## src/hmw_defs.svh

```systemverilog
// offsets, field positions, reset values and codes of the host memory window unit
`ifndef HMW_DEFS_SVH
`define HMW_DEFS_SVH
`define HMW_OFS_H2C_MBOX   3'h0
`define HMW_OFS_C2H_MBOX   3'h1
`define HMW_OFS_ADDR_LO    3'h2
`define HMW_OFS_ADDR_HI    3'h3
`define HMW_OFS_DATA0      3'h4
`define HMW_OFS_DATA1      3'h5
`define HMW_OFS_DATA2      3'h6
`define HMW_OFS_DATA3      3'h7
`define HMW_RST_BYTE       8'h00
`define HMW_REGION_BIT     7
`define HMW_ACC_AUTO32     2'h3
`define HMW_ACC_32         2'h2
`define HMW_ACC_16         2'h1
`define HMW_ACC_8          2'h0
`endif

```

## src/hmw_pkg.sv

```systemverilog
// types of the host memory window unit
package hmw_pkg;
  typedef enum logic [1:0] {
    HMW_IDLE,
    HMW_READ,
    HMW_WRITE
  } hmw_state_e;
  typedef struct packed {
    logic        region;
    logic [12:0] dword;
    logic [1:0]  access;
  } hmw_addr_s;
endpackage : hmw_pkg

```

## src/hmw_host_memory_window_unit.sv

```systemverilog
// both mailboxes, window address and the four data bytes of the host memory window unit
`timescale 1ns/1ps
`include "hmw_defs.svh"
module hmw_host_memory_window_unit (
  input  wire logic        clk,
  input  wire logic        reset,
  input  wire logic        host_wr,
  input  wire logic        host_rd,
  input  wire logic [2:0]  host_addr,
  input  wire logic [7:0]  host_wdata,
  output logic      [7:0]  host_rdata,
  output logic             host_ack,
  input  wire logic        ctl_mbox_wr,
  input  wire logic [7:0]  ctl_mbox_wdata,
  output logic      [7:0]  host_to_controller_mailbox_byte,
  output logic             host_mbox_event,
  output logic             ctl_mbox_event,
  output logic             mem_req,
  output logic             mem_we,
  output logic             mem_region,
  output logic      [14:0] mem_addr,
  output logic      [3:0]  mem_be,
  output logic      [31:0] mem_wdata,
  input  wire logic        mem_ack,
  input  wire logic [31:0] mem_rdata
);
  // ==========================================================
  // registers
  logic [7:0]           controller_to_host_mailbox_byte_r;
  logic [7:0]           h2c_r;
  logic [5:0]           addr_lo_r;
  logic [1:0]           access_r;
  logic [6:0]           addr_hi_r;
  logic                 region_r;
  logic [31:0]          data_r;
  hmw_pkg::hmw_state_e  state_r;
  logic [1:0]           lane_r;
  logic [7:0]           rdata_r;
  logic                 ack_r;
  logic                 c2h_ev_r;
  logic                 h2c_ev_r;
  logic [12:0]          dword_nxt;
  logic                 data_acc;
  logic                 busy;
  logic                 host_take;
  hmw_pkg::hmw_addr_s   win;

  assign busy     = (state_r != hmw_pkg::HMW_IDLE);
  // a request still held in its acknowledge cycle is not taken a second time
  assign host_take = !busy && !ack_r;
  assign data_acc = host_addr[2];
  assign win.region = region_r;
  assign win.dword  = {addr_hi_r, addr_lo_r};
  assign win.access = access_r;
  assign dword_nxt  = win.dword + 13'h0001;

  // ==========================================================
  // mailboxes
  always_ff @(posedge clk) begin
    if (reset) begin
      controller_to_host_mailbox_byte_r <= `HMW_RST_BYTE;
      c2h_ev_r <= 1'b0;
    end else begin
      c2h_ev_r <= ctl_mbox_wr;
      if (ctl_mbox_wr) begin
        controller_to_host_mailbox_byte_r <= ctl_mbox_wdata;
      end else if (host_wr && host_take && host_addr == `HMW_OFS_C2H_MBOX) begin
        controller_to_host_mailbox_byte_r <= controller_to_host_mailbox_byte_r & ~host_wdata;
      end
    end
  end

  always_ff @(posedge clk) begin
    if (reset) begin
      h2c_r    <= `HMW_RST_BYTE;
      h2c_ev_r <= 1'b0;
    end else begin
      h2c_ev_r <= host_wr && host_take && host_addr == `HMW_OFS_H2C_MBOX;
      if (host_wr && host_take && host_addr == `HMW_OFS_H2C_MBOX) begin
        h2c_r <= host_wdata;
      end
    end
  end

  // ==========================================================
  // window address
  always_ff @(posedge clk) begin
    if (reset) begin
      addr_lo_r <= 6'h00;
      access_r  <= `HMW_ACC_8;
      addr_hi_r <= 7'h00;
      region_r  <= 1'b0;
    end else if (host_wr && host_take && host_addr == `HMW_OFS_ADDR_LO) begin
      addr_lo_r <= host_wdata[7:2];
      access_r  <= host_wdata[1:0];
    end else if (host_wr && host_take && host_addr == `HMW_OFS_ADDR_HI) begin
      region_r  <= host_wdata[`HMW_REGION_BIT];
      addr_hi_r <= host_wdata[6:0];
    end else if (state_r != hmw_pkg::HMW_IDLE && mem_ack && access_r == `HMW_ACC_AUTO32
                 && lane_r == 2'h3) begin
      {addr_hi_r, addr_lo_r} <= dword_nxt;
    end
  end

  // ==========================================================
  // data window access sequencer
  // 32-bit modes write memory at byte 3, 16-bit at the odd byte, 8-bit every byte
  function automatic logic lane_hits(input logic [1:0] acc, input logic [1:0] lane);
    case (acc)
      `HMW_ACC_8:  lane_hits = 1'b1;
      `HMW_ACC_16: lane_hits = lane[0];
      default:     lane_hits = (lane == 2'h3);
    endcase
  endfunction : lane_hits

  always_ff @(posedge clk) begin
    if (reset) begin
      state_r <= hmw_pkg::HMW_IDLE;
      lane_r  <= 2'h0;
      data_r  <= 32'h0000_0000;
    end else begin
      case (state_r)
        hmw_pkg::HMW_IDLE: begin
          if (host_wr && data_acc && !ack_r) begin
            lane_r <= host_addr[1:0];
            data_r[{host_addr[1:0], 3'h0} +: 8] <= host_wdata;
            if (lane_hits(access_r, host_addr[1:0])) begin
              state_r <= hmw_pkg::HMW_WRITE;
            end
          end else if (host_rd && data_acc && !ack_r) begin
            lane_r <= host_addr[1:0];
            state_r <= hmw_pkg::HMW_READ;
          end
        end
        hmw_pkg::HMW_READ: begin
          if (mem_ack) begin
            state_r <= hmw_pkg::HMW_IDLE;
            if (access_r == `HMW_ACC_8) begin
              data_r[{lane_r, 3'h0} +: 8] <= mem_rdata[{lane_r, 3'h0} +: 8];
            end else begin
              data_r <= mem_rdata;
            end
          end
        end
        hmw_pkg::HMW_WRITE: begin
          if (mem_ack) begin
            state_r <= hmw_pkg::HMW_IDLE;
          end
        end
        default: state_r <= hmw_pkg::HMW_IDLE;
      endcase
    end
  end

  // ==========================================================
  // memory port
  always_comb begin
    mem_be = 4'hf;
    case (access_r)
      `HMW_ACC_8:  mem_be = 4'h1 << lane_r;
      `HMW_ACC_16: mem_be = lane_r[1] ? 4'hc : 4'h3;
      default:     mem_be = 4'hf;
    endcase
  end
  assign mem_req    = busy;
  assign mem_we     = (state_r == hmw_pkg::HMW_WRITE);
  assign mem_region = win.region;
  assign mem_addr   = {win.dword, 2'b00};
  assign mem_wdata  = data_r;

  // ==========================================================
  // host read data and acknowledge
  always_ff @(posedge clk) begin
    if (reset) begin
      rdata_r <= 8'h00;
      ack_r   <= 1'b0;
    end else begin
      ack_r <= 1'b0;
      if (busy && mem_ack) begin
        ack_r <= 1'b1;
        if (state_r == hmw_pkg::HMW_READ) begin
          rdata_r <= mem_rdata[{lane_r, 3'h0} +: 8];
        end
      end else if (host_take && (host_wr || host_rd) && !(data_acc && (host_rd || lane_hits(access_r, host_addr[1:0])))) begin
        ack_r <= 1'b1;
        case (host_addr)
          `HMW_OFS_H2C_MBOX: rdata_r <= h2c_r;
          `HMW_OFS_C2H_MBOX: rdata_r <= controller_to_host_mailbox_byte_r;
          `HMW_OFS_ADDR_LO:  rdata_r <= {addr_lo_r, access_r};
          `HMW_OFS_ADDR_HI:  rdata_r <= {region_r, addr_hi_r};
          default:           rdata_r <= data_r[{host_addr[1:0], 3'h0} +: 8];
        endcase
      end
    end
  end

  assign host_rdata = rdata_r;
  assign host_ack   = ack_r;
  assign host_to_controller_mailbox_byte = h2c_r;
  assign host_mbox_event = c2h_ev_r;
  assign ctl_mbox_event  = h2c_ev_r;

  // ==========================================================
  // assertions
  c2h_event_a: assert property (@(posedge clk) disable iff (reset)
    ctl_mbox_wr |=> host_mbox_event && controller_to_host_mailbox_byte_r == $past(ctl_mbox_wdata))
    else $error("mailbox event missing");
  c2h_clear_a: assert property (@(posedge clk) disable iff (reset)
    (host_wr && host_take && !ctl_mbox_wr && host_addr == `HMW_OFS_C2H_MBOX) |=>
    controller_to_host_mailbox_byte_r == ($past(controller_to_host_mailbox_byte_r) & ~$past(host_wdata)))
    else $error("mailbox clear wrong");
  addr_align_a: assert property (@(posedge clk) disable iff (reset) mem_addr[1:0] == 2'b00)
    else $error("window address not aligned");
  access_load_a: assert property (@(posedge clk) disable iff (reset)
    (host_wr && host_take && host_addr == `HMW_OFS_ADDR_LO) |=> access_r == $past(host_wdata[1:0]))
    else $error("access type not loaded");
  region_load_a: assert property (@(posedge clk) disable iff (reset)
    (host_wr && host_take && host_addr == `HMW_OFS_ADDR_HI) |=>
    mem_region == $past(host_wdata[7]) && mem_addr[14:8] == $past(host_wdata[6:0]))
    else $error("segment or high address wrong");
  byte_read_a: assert property (@(posedge clk) disable iff (reset)
    (state_r == hmw_pkg::HMW_READ && mem_ack) |=> host_ack && host_rdata == $past(mem_rdata[{lane_r, 3'h0} +: 8]))
    else $error("byte read wrong");
  h2c_event_a: assert property (@(posedge clk) disable iff (reset)
    (host_wr && host_take && host_addr == `HMW_OFS_H2C_MBOX) |=> ctl_mbox_event)
    else $error("controller event missing");
  auto_inc_a: assert property (@(posedge clk) disable iff (reset)
    (busy && mem_ack && access_r == `HMW_ACC_AUTO32 && lane_r == 2'h3) |=> win.dword == $past(dword_nxt))
    else $error("auto increment wrong");
  cov_read_c:  cover property (@(posedge clk) state_r == hmw_pkg::HMW_READ && mem_ack);
  cov_write_c: cover property (@(posedge clk) state_r == hmw_pkg::HMW_WRITE && mem_ack);
  cov_auto_c:  cover property (@(posedge clk) busy && mem_ack && access_r == `HMW_ACC_AUTO32);
endmodule : hmw_host_memory_window_unit

```

## config.mk

```make
export PLATFORM = sky130hd
export DESIGN_NAME = hmw_host_memory_window_unit
export DESIGN_NICKNAME = d
export VERILOG_FILES = /design/src/hmw_pkg.sv /design/src/hmw_host_memory_window_unit.sv
export VERILOG_INCLUDE_DIRS = /design/src
export SDC_FILE = /design/constraint.sdc
export NUM_CORES = 1
export LEC_CHECK = 0
export ABC_CLOCK_PERIOD_IN_PS = 2500
export BUFFER_PORTS_ARGS = -buffer_cell sky130_fd_sc_hd__buf_2
export CORE_MARGIN = 1
export CORE_UTILIZATION = 48
export DETAILED_ROUTE_END_ITERATION = 10
export PLACE_DENSITY_LB_ADDON = 0.15
export SLEW_MARGIN = 20
export SYNTH_ARGS = -nofsm -noshare
export SYNTH_HDL_FRONTEND = slang
export SYNTH_SLANG_ARGS = --single-unit
```

## constraint.sdc

```tcl
create_clock -name clk -period 2.5 [get_ports clk]
set_input_delay 0.5 -clock clk [delete_from_list [all_inputs] [get_ports clk]]
set_output_delay 0.5 -clock clk [all_outputs]
set_load 0.005 [all_outputs]
```

==> results_dict.tcl <==
set metrics [dict create \
    status "completed" \
    synthCells 692 \
    hold_ws_ps 385.8 \
    io_pins 130 \
    avgSynthCellArea_um2 8.127 \
    fp.dieH_um 110.2 \
    critical_path_buf_inv_count 1 \
    period_needed_ps 2201 \
    worstPathMaxFanout 8 \
    root_buffer "clkbuf_16" \
    cts.sinks 79 \
    initial_core_util_pct 49.25 \
    fin_worst_skew_ps 6.000 \
    critical-path-top-delay-family "simple AND/OR/NAND/NOR gates" \
    maxCapViolations 0 \
    viasPerCell 6.558 \
    fp.dieW_um 110.2 \
    powerDensity_nw_per_um2 535.5 \
    dp_hpwl_mm 15.00 \
    post-place-cells 919 \
    globalRouteTotalUtil_pct 34.15 \
    synth-seq-area-share_pct 28.12 \
    tns_ps 0 \
    post-route-util_pct 58.59 \
    drv_slew 0 \
    cts_tree "done" \
    final_layout_size_suffix_gt1_share_pct 25.25 \
    synth_cell_type_count 59 \
    slowest_stage "or4bb_1" \
    end_kind "register" \
    hp-class "input pin to register" \
    gp_congestion 0.9281 \
    synth_ff_type "dfxtp_1" \
    clock_path_buffers 2 \
    fin_cells 935 \
    clk_latency_ps 350 \
    port_buffers 127 \
    dieArea_um2 12150 \
    drtAntennaViolNets 0 \
    start_kind "register" \
    worstPathArrival_ps 2460 \
    rsz0062_at_grt "no" \
    hold_viol_final 0 \
    p_leak_uw 0.002476 \
    route.detailed.drc 0 \
    htreeDepth 3 \
    vdd_drop_max_v 0.0004967 \
    area_growth_syn_to_layout_pct 18.95 \
    first_pass_iters 7 \
    synth_edf_count 0 \
    ys.warnings.count 0 \
    path_class "register to register" \
    drt-initial-drc-count 635 \
    syn_area_um2 5624 \
    cts_setup_buffers 0 \
    numCtsBuffers 9 \
    fillerInstances 1079 \
    hold_buffers 0 \
    synth_seq_cells 79 \
    antenna_found_initial 0 \
    vias 6132 \
    nNetsFinal 861 \
    setup_violations 0 \
    required_ps 2760 \
    crit_path_max_incr_delay_ps 740 \
    wl_per_cell_um 22.06 \
    crit_chain "inv_1 > ha_1 > or4bb_1 > nor3_1 > a221oi_1 > a211oi_1" \
    fin_crit_sh_pct 88.05 \
    grt_pass1_wl_mm 30.58 \
    core.rowCount 39 \
    wl_mm 20.63 \
    ys_async_sr_fraction_pct 0 \
    p_total_uw 3582 \
    worst_pin_slew_ps 550.0 \
    grt_start_max_net_pins 42 \
    max_freq_ghz 0.4543 \
    coreArea_um2 11420 \
    grt_overflow_total 0 \
    slew_headroom_pct 63.33 \
    clk_pin_slew_ps 60 \
    diodes 0 \
    cts_resized 0 \
    grt_pass1_vias 5385 \
]
## cell type report
cell class | instances | area, µm² | area share, %
clock buffer | 13 | 280.3 | 4.189
clock inverter | 3 | 15.01 | 0.2244
inverter | 23 | 86.33 | 1.290
multi-input combinational | 513 | 3618 | 54.09
sequential | 79 | 1583 | 23.66
tap | 143 | 178.9 | 2.674
timing repair buffer | 161 | 928.4 | 13.88
## worst paths after layout
check,slack (ps),startpoint,endpoint,depth (start not counted)
setup / recovery,300,lane_r[1],mem_wdata[20],6
hold / removal,390,ctl_mbox_wdata[5],controller_to_host_mailbox_byte_r[5],3
setup reg to reg,300,lane_r[1],mem_wdata[20],6
hold reg to reg,480,host_to_controller_mailbox_byte[7],host_to_controller_mailbox_byte[7],2
## cells by family (layout without fill, tap and decap cells)
logic type / after synthesis / in the layout / synth area share, %
AO/OA/AOI/OAI: 251 / 251 / 30.72
adder cells (fa/ha/maj): 17 / 17 / 3.782
buffers and inverters: 101 / 200 / 7.942
flip-flops: 79 / 79 / 28.12
multiplexers: 30 / 30 / 7.453
other: 1 / 2 / 0.06668
AND/OR/NAND/NOR: 213 / 213 / 21.91
## state kept, by name, indices dropped and copies added (netlist names)
name / flops
addr_lo_r: 6
host_ack: 1
addr_hi_r: 7
host_mbox_event: 1
mem_wdata: 32
host_to_controller_mailbox_byte: 8
ctl_mbox_event: 1
controller_to_host_mailbox_byte_r: 8
access_r: 2
mem_region: 1
state_r: 2
host_rdata: 8
lane_r: 2
## worst reg2reg max path, delay by kind of cell (launching register included)
kind | cells | cell delay [ps]
AOI/OAI and AO/OA | 2 | 360
adders and majority gates | 1 | 250
buffers and inverters | 1 | 120
DFF | 1 | 400
and+or+nand+nor | 2 | 990
## synth_stat cells (all sizes together) (4+ instances only)
cell type	instances	area share (%)
a211oi	38	5.1
ha	17	3.8
and2	23	2.6
o22ai	11	1.2
a221oi	15	2.3
inv	23	1.5
o21ai	30	2.7
a21oi	67	6.0
nand3b	10	1.3
nor2	34	2.3
nand4bb	8	1.6
or4b	9	1.7
o211ai	7	0.93
or3b	5	0.78
mux4	9	3.7
a22oi	23	3.1
dfxtp	79	28
clkbuf	47	3.1
nor2b	5	0.56
nand3	19	1.7
a311oi	41	6.4
mux2i	19	3.4
nand2	50	3.3
nor3	18	1.6
o31a	5	0.78
a31oi	4	0.44
nand2b	12	1.3
buf	31	3.3
## metrics by stage
step / cell area (µm²) / setup slack [ps]
after floorplan: 5630 / 132.3
after global placement: 6395 / 312.7
after detailed placement: 6395 / 222.2
after CTS: 6690 / 329.5
after global routing: 6690 / 195.1
final: 6690 / 298.8
## metal layers
layer / wire (µm) / share of wire [%] / vias up / global-route usage (%)
li1: - / - / 2831 / -
met1: 9078 / 44 / 2922 / 47.88
met2: 8941 / 43 / 327 / 50.49
met3: 1946 / 9.4 / 52 / 6.584
met4: 661 / 3.2 / 0 / 15.13
met5: 0 / 0 / - / 0
## cell usage in the layout (no fill, tap or decap), types with 9 or more instances in the layout
master | netlist | final
o22ai_1 | 11 | 11
and2_1 | 20 | 20
nand3_1 | 19 | 19
nand3b_1 | 10 | 10
dfxtp_1 | 79 | 78
buf_2 | 18 | 127
a221oi_1 | 15 | 15
o21ai_0 | 30 | 30
nand2_1 | 50 | 50
nor3_1 | 18 | 18
a311oi_1 | 41 | 41
a22oi_1 | 23 | 23
buf_4 | 3 | 31
nor2_1 | 33 | 33
ha_1 | 17 | 17
a211oi_1 | 38 | 38
a21oi_1 | 67 | 66
inv_1 | 23 | 23
nand2b_1 | 12 | 12
mux2i_1 | 19 | 19
clkbuf_16 | 0 | 9
## power breakdown
| group | internal (µW) | switching [µW] |
|---|---|---|
| registers | 1340 | 79.8 |
| logic | 347 | 517 |
| clock network | 776 | 524 |
Power figures use the tool's default switching activity.
